## config.mk

```make
export PLATFORM = sky130hd
export DESIGN_NAME = dtec_top
export DESIGN_NICKNAME = d
export VERILOG_FILES = /design/src/rtl/dtec_pkg.sv /design/src/rtl/dtec_top.sv
export VERILOG_INCLUDE_DIRS = /design/src /design/src/rtl
export SDC_FILE = /design/constraint.sdc
export NUM_CORES = 1
export LEC_CHECK = 0
export ABC_AREA = 1
export BUFFER_PORTS_ARGS = -buffer_cell sky130_fd_sc_hd__buf_2
export CAP_MARGIN = 20
export CORE_ASPECT_RATIO = 0.5
export CORE_UTILIZATION = 50
export CTS_CLUSTER_SIZE = 30
export DETAILED_ROUTE_END_ITERATION = 10
export HOLD_SLACK_MARGIN = 0.03
export PLACE_DENSITY_LB_ADDON = 0.2
export SLEW_MARGIN = 20
export SYNTH_ARGS = -nofsm -noshare
export SYNTH_HDL_FRONTEND = slang
export SYNTH_SLANG_ARGS = --single-unit
export TNS_END_PERCENT = 30
```

## constraint.sdc

```tcl
create_clock -name sys_clk -period 5.5 [get_ports sys_clk]
set_clock_uncertainty 0.15 [all_clocks]
set_input_delay 0.825 -clock sys_clk [delete_from_list [all_inputs] [get_ports sys_clk]]
set_output_delay 0.825 -clock sys_clk [all_outputs]
set_load 0.01 [all_outputs]
```

## src/rtl/dtec_regs.svh

```systemverilog
// Purpose: Register map, field positions and counts for dtec_top
// Assumes: Byte-wide special-function-register bus
// Notes: Definitions only
`ifndef DTEC_REGS_SVH
`define DTEC_REGS_SVH

// Register addresses
`define DTEC_ADDR_CTRL 8'h88
`define DTEC_ADDR_MODE 8'h89
`define DTEC_ADDR_LO0 8'h8a
`define DTEC_ADDR_HI0 8'h8c
`define DTEC_ADDR_CLKSEL 8'h8e

// Reset values
`define DTEC_CTRL_RST 8'h00
`define DTEC_MODE_RST 8'h00
`define DTEC_CLKSEL_RST 8'h01
`define DTEC_RDATA_RST 8'h00

// Run and flag control fields, timer or pin k at base + 2*k
`define DTEC_TF_BASE 5
`define DTEC_TR_BASE 4
`define DTEC_IE_BASE 1
`define DTEC_IT_BASE 0

// Mode selection fields, timer k in nibble k
`define DTEC_GATE_BIT 3
`define DTEC_CT_BIT 2
// Clock-divide select, timer k at base + k
`define DTEC_DIVSEL_BASE 3
`define DTEC_CLKSEL_MASK 8'h3f

// Internal tick divider
`define DTEC_DIV_W 4
`define DTEC_DIV12_LAST 4'hb
`define DTEC_DIV4_LAST 2'h3

// Count limits
`define DTEC_BYTE_MAX 8'hff
`define DTEC_PRESCALE_MAX 5'h1f
`define DTEC_ONE16 16'h0001
`define DTEC_ONE8 8'h01
`define DTEC_ONE5 5'h01

`endif

```

## src/rtl/dtec_pkg.sv

```systemverilog
// Purpose: Types shared by the dual timer and interrupt control
// Assumes: Nothing beyond the register header
// Notes: Field order of the structs is fixed; ports depend on it
package dtec_pkg;

   // Register bus request from the core
   typedef struct packed {
      logic wr;
      logic rd;
      logic [7:0] addr;
      logic [7:0] wdata;
   } dtec_sfr_req_t;

   // One bit per interrupt source
   typedef struct packed {
      logic tmr1;
      logic ext1;
      logic tmr0;
      logic ext0;
   } dtec_irq_t;

   // Timer operating modes
   typedef enum logic [1:0] {
      DTEC_MODE_13BIT = 2'b00,
      DTEC_MODE_16BIT = 2'b01,
      DTEC_MODE_RELOAD = 2'b10,
      DTEC_MODE_HALT = 2'b11
   } dtec_mode_t;

endpackage

```

## src/rtl/dtec_top.sv

```systemverilog
// Purpose: Two 16-bit timer/counters and two external interrupt inputs
// Assumes: Pins synchronous to sys_clk except the count pins
// Notes: Register writes win over counting in the same cycle
//
// Overview of operation
// - Timer one overflow past its mode limit sets its overflow flag.
// - Timer zero overflow past its mode limit sets its overflow flag.
// - Timer one flag cleared by software write or by vector acknowledge.
// - Timer zero flag cleared by software write or by vector acknowledge.
// - Timer one run bit low holds its count; high lets it count.
// - Timer zero run bit low holds its count; high lets it count.
// - Interrupt one edge mode: flag set on edge until cleared or vectored.
// - Interrupt one level mode: flag shows inverse of its pin.
// - Interrupt one type bit: 0 level, 1 edge detection.
// - Interrupt zero edge mode: flag set on edge until cleared or vectored.
// - Interrupt zero level mode: flag shows inverse of its pin.
// - Interrupt zero type bit: 0 level, 1 edge detection.
// - Timer one gate high makes counting also need interrupt one pin high.
// - Timer one source bit: 0 internal ticks, 1 count pin pulses.
// - Idle mode freezes both timers.
// - Mode 00 13-bit, 01 16-bit, 10 8-bit reload, 11 halted.
// - Timer zero gate high makes counting also need interrupt zero pin high.
// - Timer zero source bit: 0 internal ticks, 1 count pin pulses.
// - Internal tick is clock divided by 12, or by 4 when selected.
`timescale 1ns/1ps
`include "dtec_regs.svh"

module dtec_top (
   // Clock and reset
   input wire logic sys_clk,
   input wire logic srst,
   // Register bus
   input wire dtec_pkg::dtec_sfr_req_t sfr_req,
   output logic [7:0] sfr_rdata,
   // Core state and interrupt vectoring
   input wire logic cpu_idle,
   input wire dtec_pkg::dtec_irq_t irq_ack,
   output dtec_pkg::dtec_irq_t irq_req,
   // Device pins
   input wire logic ext_irq_zero_pin,
   input wire logic ext_irq_one_pin,
   input wire logic timer_zero_count_pin,
   input wire logic timer_one_count_pin
);

   logic [7:0] ctrl_reg;
   logic [7:0] ctrl_next;
   logic [7:0] mode_reg;
   logic [7:0] clksel_reg;
   logic [7:0] rdata_reg;
   logic [`DTEC_DIV_W-1:0] div_reg;
   logic [1:0] int_prev_reg;
   logic [1:0] int_pin;
   logic [1:0] int_fall;
   logic [1:0] cnt_pin;
   logic [1:0] ack_tmr;
   logic [1:0] ack_ext;
   logic [1:0] ovf_w;
   logic [1:0] inc_w;
   logic tick12;
   logic tick4;
   logic ctrl_wr;
   wire [7:0] lo_q [0:1];
   wire [7:0] hi_q [0:1];

   // Pin and acknowledge vectors, index 0 is timer or interrupt zero
   assign int_pin = {ext_irq_one_pin, ext_irq_zero_pin};
   assign cnt_pin = {timer_one_count_pin, timer_zero_count_pin};
   assign ack_tmr = {irq_ack.tmr1, irq_ack.tmr0};
   assign ack_ext = {irq_ack.ext1, irq_ack.ext0};
   assign ctrl_wr = sfr_req.wr && (sfr_req.addr == `DTEC_ADDR_CTRL);

   // Shared prescaler; one counter serves both rates
   always_ff @(posedge sys_clk) begin
      if (srst) begin
         div_reg <= '0;
      end else if (div_reg == `DTEC_DIV12_LAST) begin
         div_reg <= '0;
      end else begin
         div_reg <= div_reg + `DTEC_DIV_W'(1);
      end
   end

   assign tick12 = (div_reg == `DTEC_DIV12_LAST);
   assign tick4 = (div_reg[1:0] == `DTEC_DIV4_LAST);

   // Interrupt pin history for falling-edge detection
   always_ff @(posedge sys_clk) begin
      if (srst) begin
         int_prev_reg <= '1;
      end else begin
         int_prev_reg <= int_pin;
      end
   end

   assign int_fall = int_prev_reg & ~int_pin;

   // Mode and clock-select registers
   always_ff @(posedge sys_clk) begin
      if (srst) begin
         mode_reg <= `DTEC_MODE_RST;
      end else if (sfr_req.wr && sfr_req.addr == `DTEC_ADDR_MODE) begin
         mode_reg <= sfr_req.wdata;
      end
   end

   always_ff @(posedge sys_clk) begin
      if (srst) begin
         clksel_reg <= `DTEC_CLKSEL_RST;
      end else if (sfr_req.wr && sfr_req.addr == `DTEC_ADDR_CLKSEL) begin
         clksel_reg <= sfr_req.wdata & `DTEC_CLKSEL_MASK;
      end
   end

   // Per-timer counting
   for (genvar i = 0; i < 2; i++) begin : g_tmr
      localparam logic [7:0] LO_ADDR = 8'(`DTEC_ADDR_LO0 + i);
      localparam logic [7:0] HI_ADDR = 8'(`DTEC_ADDR_HI0 + i);
      logic [7:0] lo_reg;
      logic [7:0] hi_reg;
      logic s1_reg;
      logic s2_reg;
      logic s3_reg;
      logic [3:0] nib;
      dtec_pkg::dtec_mode_t mode;
      logic fall;
      logic src_tick;
      logic open;
      logic inc;
      logic ovf;
      logic wr_lo;
      logic wr_hi;

      // Count pin is asynchronous; third stage feeds the edge detector
      always_ff @(posedge sys_clk) begin
         if (srst) begin
            s1_reg <= 1'b0;
            s2_reg <= 1'b0;
            s3_reg <= 1'b0;
         end else begin
            s1_reg <= cnt_pin[i];
            s2_reg <= s1_reg;
            s3_reg <= s2_reg;
         end
      end

      assign fall = s3_reg & ~s2_reg;
      assign nib = mode_reg[i*4 +: 4];
      assign mode = dtec_pkg::dtec_mode_t'(nib[1:0]);
      // Source select: pin pulses or divided system clock
      assign src_tick = nib[`DTEC_CT_BIT] ? fall
         : (clksel_reg[`DTEC_DIVSEL_BASE + i] ? tick4 : tick12);
      // Gate lets the interrupt pin hold the timer off
      assign open = ~nib[`DTEC_GATE_BIT] | int_pin[i];
      assign inc = ctrl_reg[`DTEC_TR_BASE + 2*i]
         & open & ~cpu_idle
         & (mode != dtec_pkg::DTEC_MODE_HALT) & src_tick;
      assign wr_lo = sfr_req.wr && (sfr_req.addr == LO_ADDR);
      assign wr_hi = sfr_req.wr && (sfr_req.addr == HI_ADDR);

      // Overflow at the limit of the current mode
      always_comb begin
         unique case (mode)
            dtec_pkg::DTEC_MODE_13BIT: begin
               ovf = inc && hi_reg == `DTEC_BYTE_MAX
                  && lo_reg[4:0] == `DTEC_PRESCALE_MAX;
            end
            dtec_pkg::DTEC_MODE_16BIT: begin
               ovf = inc && hi_reg == `DTEC_BYTE_MAX
                  && lo_reg == `DTEC_BYTE_MAX;
            end
            dtec_pkg::DTEC_MODE_RELOAD: begin
               ovf = inc && lo_reg == `DTEC_BYTE_MAX;
            end
            dtec_pkg::DTEC_MODE_HALT: begin
               ovf = 1'b0;
            end
         endcase
      end

      // Count bytes; a register write overrides the tick
      always_ff @(posedge sys_clk) begin
         if (srst) begin
            lo_reg <= '0;
            hi_reg <= '0;
         end else begin
            if (inc) begin
               unique case (mode)
                  dtec_pkg::DTEC_MODE_13BIT: begin
                     lo_reg[4:0] <= lo_reg[4:0] + `DTEC_ONE5;
                     if (lo_reg[4:0] == `DTEC_PRESCALE_MAX) begin
                        hi_reg <= hi_reg + `DTEC_ONE8;
                     end
                  end
                  dtec_pkg::DTEC_MODE_16BIT: begin
                     {hi_reg, lo_reg} <= {hi_reg, lo_reg} + `DTEC_ONE16;
                  end
                  dtec_pkg::DTEC_MODE_RELOAD: begin
                     lo_reg <= (lo_reg == `DTEC_BYTE_MAX) ? hi_reg
                        : lo_reg + `DTEC_ONE8;
                  end
                  dtec_pkg::DTEC_MODE_HALT: begin
                  end
               endcase
            end
            if (wr_lo) begin
               lo_reg <= sfr_req.wdata;
            end
            if (wr_hi) begin
               hi_reg <= sfr_req.wdata;
            end
         end
      end

      assign lo_q[i] = lo_reg;
      assign hi_q[i] = hi_reg;
      assign ovf_w[i] = ovf;
      assign inc_w[i] = inc;
   end

   // Flag update: write, then acknowledge, then hardware set wins
   always_comb begin
      ctrl_next = ctrl_reg;
      if (ctrl_wr) begin
         ctrl_next = sfr_req.wdata;
      end
      for (int k = 0; k < 2; k++) begin
         if (ack_tmr[k]) begin
            ctrl_next[`DTEC_TF_BASE + 2*k] = 1'b0;
         end
         if (ovf_w[k]) begin
            ctrl_next[`DTEC_TF_BASE + 2*k] = 1'b1;
         end
         if (ctrl_next[`DTEC_IT_BASE + 2*k]) begin
            if (ack_ext[k]) begin
               ctrl_next[`DTEC_IE_BASE + 2*k] = 1'b0;
            end
            if (int_fall[k]) begin
               ctrl_next[`DTEC_IE_BASE + 2*k] = 1'b1;
            end
         end else begin
            ctrl_next[`DTEC_IE_BASE + 2*k] = ~int_pin[k];
         end
      end
   end

   always_ff @(posedge sys_clk) begin
      if (srst) begin
         ctrl_reg <= `DTEC_CTRL_RST;
      end else begin
         ctrl_reg <= ctrl_next;
      end
   end

   // Requests are the flag flops themselves, no extra delay
   assign irq_req.tmr1 = ctrl_reg[`DTEC_TF_BASE + 2];
   assign irq_req.tmr0 = ctrl_reg[`DTEC_TF_BASE];
   assign irq_req.ext1 = ctrl_reg[`DTEC_IE_BASE + 2];
   assign irq_req.ext0 = ctrl_reg[`DTEC_IE_BASE];

   // Registered read data; unmapped addresses read zero
   always_ff @(posedge sys_clk) begin
      if (srst) begin
         rdata_reg <= `DTEC_RDATA_RST;
      end else if (sfr_req.rd) begin
         unique case (sfr_req.addr)
            `DTEC_ADDR_CTRL: rdata_reg <= ctrl_reg;
            `DTEC_ADDR_MODE: rdata_reg <= mode_reg;
            `DTEC_ADDR_LO0: rdata_reg <= lo_q[0];
            8'(`DTEC_ADDR_LO0 + 1): rdata_reg <= lo_q[1];
            `DTEC_ADDR_HI0: rdata_reg <= hi_q[0];
            8'(`DTEC_ADDR_HI0 + 1): rdata_reg <= hi_q[1];
            `DTEC_ADDR_CLKSEL: rdata_reg <= clksel_reg;
            default: rdata_reg <= `DTEC_RDATA_RST;
         endcase
      end
   end

   assign sfr_rdata = rdata_reg;

   // Timer registers untouched by the bus this cycle
   logic [1:0] no_tmr_wr;
   assign no_tmr_wr[0] = !(sfr_req.wr &&
      (sfr_req.addr == `DTEC_ADDR_LO0 || sfr_req.addr == `DTEC_ADDR_HI0));
   assign no_tmr_wr[1] = !(sfr_req.wr &&
      (sfr_req.addr == 8'(`DTEC_ADDR_LO0 + 1) ||
       sfr_req.addr == 8'(`DTEC_ADDR_HI0 + 1)));

   // Overflow always raises the flag, even against a clearing write
   a_flag1_on_ovf: assert property (
      @(posedge sys_clk) disable iff (srst)
      ovf_w[1] |=> irq_req.tmr1)
      else $error("timer one overflow did not set flag");

   a_flag0_on_ovf: assert property (
      @(posedge sys_clk) disable iff (srst)
      ovf_w[0] |=> irq_req.tmr0)
      else $error("timer zero overflow did not set flag");

   // Vector acknowledge clears when no overflow competes
   a_flag1_ack_clr: assert property (
      @(posedge sys_clk) disable iff (srst)
      irq_ack.tmr1 && !ovf_w[1] |=> !irq_req.tmr1)
      else $error("timer one flag survived acknowledge");

   a_flag0_ack_clr: assert property (
      @(posedge sys_clk) disable iff (srst)
      irq_ack.tmr0 && !ovf_w[0] |=> !irq_req.tmr0)
      else $error("timer zero flag survived acknowledge");

   // Stopped timer keeps both bytes
   a_one_run_hold: assert property (
      @(posedge sys_clk) disable iff (srst)
      !ctrl_reg[`DTEC_TR_BASE + 2] && no_tmr_wr[1]
      |=> $stable(lo_q[1]) && $stable(hi_q[1]))
      else $error("halted timer one changed");

   a_zero_run_hold: assert property (
      @(posedge sys_clk) disable iff (srst)
      !ctrl_reg[`DTEC_TR_BASE] && no_tmr_wr[0]
      |=> $stable(lo_q[0]) && $stable(hi_q[0]))
      else $error("halted timer zero changed");

   // Edge mode: a falling edge sets the flag next cycle
   a_ext1_edge_set: assert property (
      @(posedge sys_clk) disable iff (srst)
      ctrl_next[`DTEC_IT_BASE + 2] && int_fall[1] |=> irq_req.ext1)
      else $error("interrupt one edge lost");

   // Level mode: flag mirrors inverted pin one cycle later
   a_ext1_level: assert property (
      @(posedge sys_clk) disable iff (srst)
      !ctrl_next[`DTEC_IT_BASE + 2]
      |=> irq_req.ext1 == !$past(ext_irq_one_pin))
      else $error("interrupt one level not mirrored");

   // Gate closed by low pin stops timer one
   a_gate1_off: assert property (
      @(posedge sys_clk) disable iff (srst)
      mode_reg[4 + `DTEC_GATE_BIT] && !ext_irq_one_pin
      |-> !inc_w[1])
      else $error("timer one counted with gate closed");

   // Idle freezes the low bytes of both timers over consecutive cycles
   a_idle_freeze: assert property (
      @(posedge sys_clk) disable iff (srst)
      cpu_idle && no_tmr_wr == 2'b11
      |=> $stable(lo_q[0]) && $stable(lo_q[1]))
      else $error("timer moved while idle");

   // Internal tick spacing is twelve clocks
   a_div12_space: assert property (
      @(posedge sys_clk) disable iff (srst)
      tick12 |=> !tick12 [*8] ##1 !tick12 [*3] ##1 tick12)
      else $error("divide by twelve tick spacing wrong");

endmodule

```

==> flow_summary.yaml, run 1 <==
synth:
  ys_seq_elements: 74
  synth-simple-area-share: 0.4054
  synth_xor_area_frac: 0.01020
  syn-num-nets: 871
  yosys_warnings: 0
  yosys.area_share.adder: 0.03643
  synth_cell_type_count: 40
  synth.avg_cell_area_um2: 6.229
  netlist_area_mm2: 0.005151
  synth_cells: 827
  yosysSeqAreaShare: 0.2876
  synth_compound_area_frac: 0.1521
  synthMuxAreaShare: 0
  synth_top_family_by_area: "simple AND/OR/NAND/NOR gates"
routing:
  wirelength_um: 15600
  wl_per_cell_um: 15.66
  drc_errors: 0
  dr.pass1.iters: 5
  viasPerCell: 5.470
  ant_nets: 0
  drt_iter0_drc: 396
  vias: 5448
setup_path:
  reg2reg_from: "g_tmr[0].lo_reg[0]$_SDFFE_PP0P_"
  r2r_end: "g_tmr[0].hi_reg[3]$_SDFFE_PP0P_"
  worst_path_most_repeated_cell: "nor2_1"
  end_kind: "flip-flop"
  worstPathMaxFanout: 34
  max_stage_delay_ns: 0.60
  r2r_slack_ns: 3.28
  criticalPathCategory: "input port to flip-flop"
  cp_top_family: "simple AND/OR/NAND/NOR gates"
  reg2reg_depth: 12
  crit_slowest_cell: "nor2_4"
  critPathBufInv: 4
  cp.arrival_ns: 2.83
  cp_cell_sequence: "buf_2 -> inv_1 -> nand2_1 -> nor2_4 -> nand3_1 -> inv_2 -> nor2_4 -> inv_2 -> nor2_1 -> nor2_1 -> nor2_1"
  critical_path_required_ns: 5.55
  critPathLaunchType: "input port"
placement:
  hpwl_um: 11720
  post-place-cells: 980
  gp_congestion: 0.9518
  io_buffers: 40
  pre_cts_slack_ns: 2.354
final_layout:
  n_antenna_cell: 0
  finish.utilization: 0.5856
  area_growth_pct: 10.59
  nets: 900
  final_common_cell: "nand2_1"
  most-common-layout-cells: "nand2_1 (186), nand3_1 (104), inv_1 (103)"
  finalNonFillerCells: 996
  layout-drive-gt1-share: 0.1266
hold_path:
  holdPathStages: 2
  min_path_type: "flip-flop to flip-flop"
  hp-start: "g_tmr[1].s1_reg$_SDFF_PP0_"
  min_to: "g_tmr[1].s2_reg$_SDFF_PP0_"
clock_tree:
  cts_setup_buffers: 0
  htreeDepth: 3
  clkSinkCount: 74
  cts_tree: "yes"
  postCtsHoldBufs: 0
  ctsResizeCount: 0
  clockRootBuffer: "clkbuf_16"
  clockBufferDepth: 2
  clk_latency_ns: 0.35
  clk_pin_slew_ns: 0.07
  cts_made_buffers: 9
power:
  netSwitchingFraction: 0.2543
  p_leak_nw: 2.589
  power.switching_mw: 0.3135
  ir_worst_vdd_v: 0.0001790
  seqPwrFrac: 0.442
  intPower_mw: 0.9190
  power_density_mw_per_mm2: 216.4
  clkPwrFrac: 0.505
  power.share.combinational: 0.053
global_route:
  grt_first_pass_wirelength_um: 24610
  gr-total-overflow: 0
  antenna_found_initial: 0
  grt_max_degree: 50
  grt_pass1_vias: 4775
  globalRouteTotalUtil: 0.3007
floorplanning:
  die_area_mm2: 0.01074
  ioPinCount: 41
  initial_utilization: 0.5295
  fp.dieH_um: 73.77
  rows: 25
  fp.coreArea_mm2: 0.009728
  die_w_um: 145.5
timing:
  setup-tns-final_ns: 0
  min_period_ns: 2.780
  post-route-period-util: 0.5055
  slew_headroom: 0.2990
  max_freq_mhz: 359.7
  slew_violations: 0
  rsz0062_at_grt: "no"
  fin_ws_ns: 2.720
  setup_viol: 0
  hold_viol: 0
  worstMarginPinSlew_ns: 1.052
job:
  cap_violations: 0
status:
  status: "finished clean"
[synthesized netlist by cell type]
master | instances | area [um2]
nor4_1 | 1 | 6.260
clkinv_1 | 1 | 3.750
xor2_1 | 3 | 26.28
nand4_4 | 1 | 21.27
clkbuf_1 | 5 | 18.77
o21ai_1 | 11 | 55.05
a21oi_1 | 62 | 310.3
a21oi_2 | 2 | 17.52
buf_4 | 5 | 37.54
clkinv_2 | 1 | 5.000
nor2_4 | 5 | 56.30
or2_2 | 6 | 37.54
ha_1 | 15 | 187.7
o21bai_1 | 2 | 15.01
o21ai_4 | 1 | 16.27
nor3_1 | 5 | 25.02
nand3b_1 | 2 | 15.01
inv_1 | 103 | 386.6
inv_2 | 8 | 30.03
a31oi_1 | 1 | 6.260
nand2_4 | 5 | 56.30
nand3_2 | 2 | 20.02
nor2_2 | 9 | 56.30
nand2_2 | 8 | 50.05
nor2_1 | 97 | 364.1
nor2_8 | 3 | 60.06
nand4_1 | 14 | 87.58
xnor2_1 | 3 | 26.28
o21ai_0 | 60 | 300.3
buf_6 | 2 | 22.52
dfxtp_1 | 74 | 1481
a211oi_1 | 4 | 30.03
dlygate4sd1_1 | 1 | 8.760
and2_1 | 1 | 6.260
nor3b_1 | 1 | 7.510
nand2_1 | 186 | 698.2
buf_2 | 9 | 45.04
o211ai_1 | 2 | 15.01
nand3_1 | 104 | 520.5
o21ai_2 | 2 | 17.52
[metrics by stage]
step	power [mW]	hold WS, ns	instance area (um2)
final	1.233	0.2551	5697
after global routing	1.268	0.2791	5697
after detailed placement	0.6208	0.2463	5388
after global placement	0.6200	0.2401	5388
after floorplan	0.5935	0.2383	5151
after CTS	1.236	0.2558	5697
[worst reg2reg max path: cells and delay by family, from the launching register on]
family	cells	cell delay, ns
compound gates	1	0.15
fa+ha+maj	2	0.36
buf+inv	3	0.28
flops	1	0.42
simple gates	6	0.79
[worst max path at each step]
stage	end	slack, ns	cells after the start	start
2_1_floorplan	g_tmr[0].hi_reg[4]$_SDFFE_PP0P_	3.43	10	sfr_req[13]
3_3_place_gp	g_tmr[1].hi_reg[5]$_SDFFE_PP0P_	2.43	11	sfr_req[13]
3_5_place_dp	g_tmr[1].hi_reg[5]$_SDFFE_PP0P_	2.35	11	sfr_req[13]
4_1_cts	g_tmr[1].hi_reg[5]$_SDFFE_PP0P_	2.74	11	sfr_req[13]
5_1_grt	g_tmr[1].hi_reg[5]$_SDFFE_PP0P_	2.46	11	sfr_req[14]
6_report	g_tmr[1].hi_reg[5]$_SDFFE_PP0P_	2.72	11	sfr_req[13]
[power groups by stage]
stage / registers, mW / logic, mW / clock network [mW]
floorplan: 0.556 / 0.0377 / 0
global placement: 0.556 / 0.0636 / 0
detailed placement: 0.557 / 0.0641 / 0
CTS: 0.544 / 0.0645 / 0.627
global route: 0.545 / 0.0715 / 0.652
finish: 0.545 / 0.0656 / 0.622
[kinds of logic after synthesis]
group,count (synthesis)
buffers and inverters,135
DFF,74
and+or+nand+nor,450
adders and majority gates,15
AOI/OAI and AO/OA,147
xor gates and xnor gates,6
[per-layer routing]
layer  vias to the layer above  wire length [um]  track usage
met5                         -                 0            0
met2                       198              6586       0.4760
met4                         0               291      0.08889
met1                      2484              7391       0.4159
li1                       2738                 -            -
met3                        28              1327      0.06025
[cell type report]
type / count / area [um2]
Clock inverter: 7 / 83.83
Inverter: 113 / 425.4
Sequential cell: 74 / 1481
Multi-Input combinational cell: 618 / 3112
Tap cell: 135 / 168.9
Timing Repair Buffer: 40 / 200.2
Fill cell: 1004 / 4031
Clock buffer: 9 / 225.2
(Power assumes the default switching activity.)
==> inputs of run 2 (changes only) <==
==> constraint.sdc (replaced) <==
create_clock -name sys_clk -period 2.3 [get_ports sys_clk]
set_clock_uncertainty 0.15 [all_clocks]
set_input_delay 0.345 -clock sys_clk [delete_from_list [all_inputs] [get_ports sys_clk]]
set_output_delay 0.345 -clock sys_clk [all_outputs]
set_load 0.01 [all_outputs]
==> run 2 against run 1 <==
Wire length rose by 5.5%. Power rose by 140%. Sequential share of layout area decreased by 0.37 points. Design area is 1.6% higher. Final cell count up 1.1%. Die area unchanged. Clock-buffer cell count unchanged. Worst setup slack lost 2.5 ns. Register-to-register slack got worse by 3.1 ns. Critical path type is now flip-flop to flip-flop.
==> flow_summary.yaml, run 2 (same netlist as run 1, synthesis figures left out) <==
status:
  status: "finished clean"
global_route:
  grt_max_degree: 49
  gr-total-overflow: 0
  grt_first_pass_wirelength_um: 26030
  grt_pass1_vias: 5018
  antenna_found_initial: 0
  globalRouteTotalUtil: 0.3175
floorplanning:
  rows: 25
  initial_utilization: 0.5295
  die_area_mm2: 0.01074
  die_w_um: 145.5
  fp.coreArea_mm2: 0.009728
  ioPinCount: 41
  fp.dieH_um: 73.77
clock_tree:
  cts_tree: "yes"
  clk_latency_ns: 0.34
  cts_made_buffers: 9
  clkSinkCount: 74
  htreeDepth: 3
  clk_pin_slew_ns: 0.06
  cts_setup_buffers: 0
  postCtsHoldBufs: 0
  clockBufferDepth: 2
  clockRootBuffer: "clkbuf_16"
  ctsResizeCount: 0
power:
  p_leak_nw: 2.636
  power.switching_mw: 0.7476
  power_density_mw_per_mm2: 509.0
  power.share.combinational: 0.055
  netSwitchingFraction: 0.2537
  intPower_mw: 2.199
  clkPwrFrac: 0.502
  seqPwrFrac: 0.442
  ir_worst_vdd_v: 0.0003562
hold_path:
  holdPathStages: 3
  hp-start: "timer_one_count_pin"
  min_path_type: "input port to flip-flop"
  min_to: "g_tmr[1].s1_reg$_SDFF_PP0_"
setup_path:
  r2r_slack_ns: 0.21
  criticalPathCategory: "flip-flop to flip-flop"
  cp.arrival_ns: 2.21
  worstPathMaxFanout: 8
  reg2reg_from: "mode_reg[1]$_SDFFE_PP0P_"
  end_kind: "flip-flop"
  reg2reg_depth: 8
  critical_path_required_ns: 2.42
  critPathLaunchType: "flip-flop"
  r2r_end: "g_tmr[0].hi_reg[7]$_SDFFE_PP0P_"
routing:
  dr.pass1.iters: 5
  viasPerCell: 5.549
  wl_per_cell_um: 16.34
  vias: 5588
  drc_errors: 0
  wirelength_um: 16450
  ant_nets: 0
  drt_iter0_drc: 516
timing:
  setup_viol: 0
  post-route-period-util: 0.9096
  worstMarginPinSlew_ns: 0.6831
  whs_ns: 0.05251
  max_freq_mhz: 478.0
  rsz0062_at_grt: "no"
  hold_viol: 0
  min_period_ns: 2.092
  slew_violations: 0
  setup-tns-final_ns: 0
  slew_headroom: 0.5441
job:
  cap_violations: 0
placement:
  gp_congestion: 0.9773
  hpwl_um: 12260
  io_buffers: 40
  place_area_mm2: 0.005463
final_layout:
  final_common_cell: "nand2_1"
  nets: 911
  post-route-cell-area_mm2: 0.005788
  area_growth_pct: 12.36
  fillCellCount: 987
  n_antenna_cell: 0
  layout-drive-gt1-share: 0.1411
  most-common-layout-cells: "nand2_1 (185), nand3_1 (104), inv_1 (103)"
[run 2: worst max-delay path, stage by stage (launching register included)]
cell	delay [ns]
dfxtp_1	0.33
inv_1	0.13
ha_1	0.43
inv_2	0.10
nand2_1	0.22
nand4_4	0.20
nor2_4	0.21
nand3_1	0.09
a21oi_1	0.15
[run 2: area by class of cell]
class / instances / area, um2 / area share
Clock buffer: 9 / 225.2 / 0.03891
Clock inverter: 7 / 82.58 / 0.01427
Inverter: 113 / 425.4 / 0.07350
Multi-Input combinational cell: 619 / 3127 / 0.5402
Sequential cell: 74 / 1484 / 0.2564
Tap cell: 135 / 168.9 / 0.02918
Timing Repair Buffer: 50 / 275.3 / 0.04756
[run 2: worst max-delay path by stage]
stage	start	endpoint	slack [ns]
4_1_cts	g_tmr[0].lo_reg[0]$_SDFFE_PP0P_	g_tmr[0].hi_reg[7]$_SDFFE_PP0P_	0.16
2_1_floorplan	g_tmr[0].lo_reg[0]$_SDFFE_PP0P_	g_tmr[0].hi_reg[7]$_SDFFE_PP0P_	0.45
3_3_place_gp	sfr_req[13]	sfr_rdata[4]$_SDFFE_PP0P_	0.26
6_report	mode_reg[1]$_SDFFE_PP0P_	g_tmr[0].hi_reg[7]$_SDFFE_PP0P_	0.21
3_5_place_dp	g_tmr[0].lo_reg[0]$_SDFFE_PP0P_	g_tmr[0].hi_reg[6]$_SDFFE_PP0P_	0.19
5_1_grt	g_tmr[0].lo_reg[0]$_SDFFE_PP0P_	g_tmr[0].hi_reg[6]$_SDFFE_PP0P_	0.03
[run 2: layer usage]
metal | vias up | track usage | wire length, um
met3 | 28 | 0.06522 | 1444
met1 | 2558 | 0.4334 | 7626
li1 | 2767 | - | -
met4 | 0 | 0.1053 | 319
met2 | 235 | 0.5043 | 7061
met5 | - | 0 | 0
[run 2: power by group through the flow]
stage | combinational (mW) | sequential [mW] | clock, mW
after global routing | 0.176 | 1.30 | 1.56
after global placement | 0.157 | 1.33 | 0
after CTS | 0.160 | 1.30 | 1.50
final | 0.163 | 1.30 | 1.48
after floorplan | 0.0902 | 1.33 | 0
after detailed placement | 0.159 | 1.33 | 0
[run 2: metrics by stage]
step	total power, mW	cells	utilization	setup WS [ns]
final	2.946	1007	0.5950	0.2079
after global placement	1.488	990	0.5615	0.2575
after detailed placement	1.491	990	0.5615	0.1879
after floorplan	1.419	827	-	0.4545
after CTS	2.958	1006	0.5932	0.1604
after global routing	3.036	1007	0.5950	0.02508
==> inputs of run 3 (changes only) <==
--- a/config.mk
+++ b/config.mk
@@ -10,7 +10,7 @@
 export BUFFER_PORTS_ARGS = -buffer_cell sky130_fd_sc_hd__buf_2
 export CAP_MARGIN = 20
 export CORE_ASPECT_RATIO = 0.5
-export CORE_UTILIZATION = 50
+export CORE_UTILIZATION = 55
 export CTS_CLUSTER_SIZE = 30
 export DETAILED_ROUTE_END_ITERATION = 10
 export HOLD_SLACK_MARGIN = 0.03
==> run 3 against run 2 <==
Critical path depth grew 4. Flip-flop and latch count unchanged. Critical endpoint is now g_tmr[1].hi_reg[5]$_SDFFE_PP0P_. First-iteration DRC count fell by 7.9%.
==> flow_summary.yaml, run 3 (same netlist as run 1, synthesis figures left out) <==
clock_tree:
  postCtsHoldBufs: 0
  clockBufferDepth: 2
  clk_latency_ns: 0.34
  cts_tree: "yes"
  htreeDepth: 3
  clk_pin_slew_ns: 0.07
  clockRootBuffer: "clkbuf_16"
  clkSinkCount: 74
  cts_made_buffers: 9
global_route:
  grt_max_degree: 49
  grt_pass1_vias: 4919
  grt_first_pass_wirelength_um: 24520
  antenna_found_initial: 0
  globalRouteTotalUtil: 0.3256
  gr-total-overflow: 0
routing:
  wirelength_um: 15560
  drc_errors: 0
  dr.pass1.iters: 5
  viasPerCell: 5.626
  wl_per_cell_um: 15.76
  vias: 5553
  drt_iter0_drc: 475
  ant_nets: 0
floorplanning:
  fp.dieH_um: 70.43
  die_w_um: 138.9
  rows: 24
  die_area_mm2: 0.009780
  initial_utilization: 0.5795
  ioPinCount: 41
  fp.coreArea_mm2: 0.008889
placement:
  gp_congestion: 0.9736
  post-place-cells: 970
  hpwl_um: 11700
  io_buffers: 40
  pre_cts_slack_ns: 0.1947
final_layout:
  finalNonFillerCells: 987
  nets: 909
  n_antenna_cell: 0
  most-common-layout-cells: "nand2_1 (186), nand3_1 (104), inv_1 (103)"
  final_common_cell: "nand2_1"
  area_growth_pct: 11.51
  layout-drive-gt1-share: 0.1379
setup_path:
  reg2reg_depth: 12
  crit_slowest_cell: "dfxtp_1"
  worst_path_most_repeated_cell: "nor2_1"
  critical_path_required_ns: 2.43
  r2r_end: "g_tmr[1].hi_reg[5]$_SDFFE_PP0P_"
  max_stage_delay_ns: 0.44
  worstPathMaxFanout: 9
  reg2reg_from: "g_tmr[1].lo_reg[0]$_SDFFE_PP0P_"
  criticalPathCategory: "flip-flop to flip-flop"
  r2r_slack_ns: 0.21
  cp.arrival_ns: 2.22
  end_kind: "flip-flop"
  cp_cell_sequence: "ha_1 -> nand2_1 -> nor2_2 -> ha_1 -> nor2_1 -> a21oi_2 -> nand2_4 -> nor2_4 -> inv_2 -> nor2_1 -> nor2_1 -> nor2_1"
  critPathLaunchType: "flip-flop"
  cp-endpoint: "g_tmr[1].hi_reg[5]$_SDFFE_PP0P_"
  critPathLaunch: "g_tmr[1].lo_reg[0]$_SDFFE_PP0P_"
timing:
  post-route-period-util: 0.9072
  hold_viol: 0
  worstMarginPinSlew_ns: 0.6983
  setup_viol: 0
  slew_headroom: 0.5339
  max_freq_mhz: 479.2
  min_period_ns: 2.087
  slew_violations: 0
  fin_ws_ns: 0.2133
  rsz0062_at_grt: "no"
  setup-tns-final_ns: 0
job:
  cap_violations: 0
status:
  status: "finished clean"
power:
  p_leak_nw: 2.633
  ir_worst_vdd_v: 0.0003366
  power_mw: 2.966
  power_density_mw_per_mm2: 516.3
hold_path:
  min_path_type: "input port to flip-flop"
## run 3: timing repair
action / CTS / global route
resized for setup: 0 / 2
setup buffers: 0 / 1
endpoints found under the setup margin: 0 / 5
## run 3: layout make-up
class	count	area (um2)
Timing Repair Buffer	49	267.8
Multi-Input combinational cell	618	3112
Clock inverter	7	83.83
Tap cell	117	146.4
Clock buffer	9	225.2
Fill cell	872	3144
Sequential cell	74	1484
Inverter	113	425.4
## run 3: power by group
| group | switching, mW | internal, mW | leakage, nW |
|---|---|---|---|
| clock network | 0.643 | 0.863 | 0.149 |
| registers | 0.00724 | 1.29 | 0.600 |
| logic | 0.115 | 0.0438 | 1.88 |
| total | 0.765 | 2.20 | 2.63 |
## run 3: how the worst min path moves through the flow
| stage | slack (ns) | from | to | cells after the start |
|---|---|---|---|---|
| after CTS | 0.05 | timer_one_count_pin | g_tmr[1].s1_reg$_SDFF_PP0_ | 3 |
| after detailed placement | 0.25 | g_tmr[1].s1_reg$_SDFF_PP0_ | g_tmr[1].s2_reg$_SDFF_PP0_ | 2 |
| after global routing | 0.07 | timer_zero_count_pin | g_tmr[0].s1_reg$_SDFF_PP0_ | 3 |
| after global placement | 0.24 | g_tmr[0].s1_reg$_SDFF_PP0_ | g_tmr[0].s2_reg$_SDFF_PP0_ | 2 |
| final | 0.05 | timer_one_count_pin | g_tmr[1].s1_reg$_SDFF_PP0_ | 3 |
| after floorplan | 0.24 | g_tmr[0].s1_reg$_SDFF_PP0_ | g_tmr[0].s2_reg$_SDFF_PP0_ | 2 |
## run 3: through the flow
step / util / hold slack [ns] / instance area, um2
floorplan: - / 0.2383 / 5151
global placement: 0.6104 / 0.2391 / 5425
detailed placement: 0.6104 / 0.2466 / 5425
CTS: 0.6451 / 0.05002 / 5734
global route: 0.6463 / 0.06603 / 5744
finish: 0.6463 / 0.05150 / 5744
## run 3: per-layer routing
layer  part of all wire  GRT usage
met2               0.42     0.5045
met3               0.11    0.08505
met5                  0          0
met1               0.46     0.4410
met4              0.018     0.1049
## run 3: critical path, delay by kind of cell, from the launching register on
kind,cells,cell delay (ns)
AO/OA/AOI/OAI,1,0.20
adder cells (fa/ha/maj),2,0.39
buffers and inverters,1,0.04
flip-flops,1,0.44
AND/OR/NAND/NOR,8,0.80
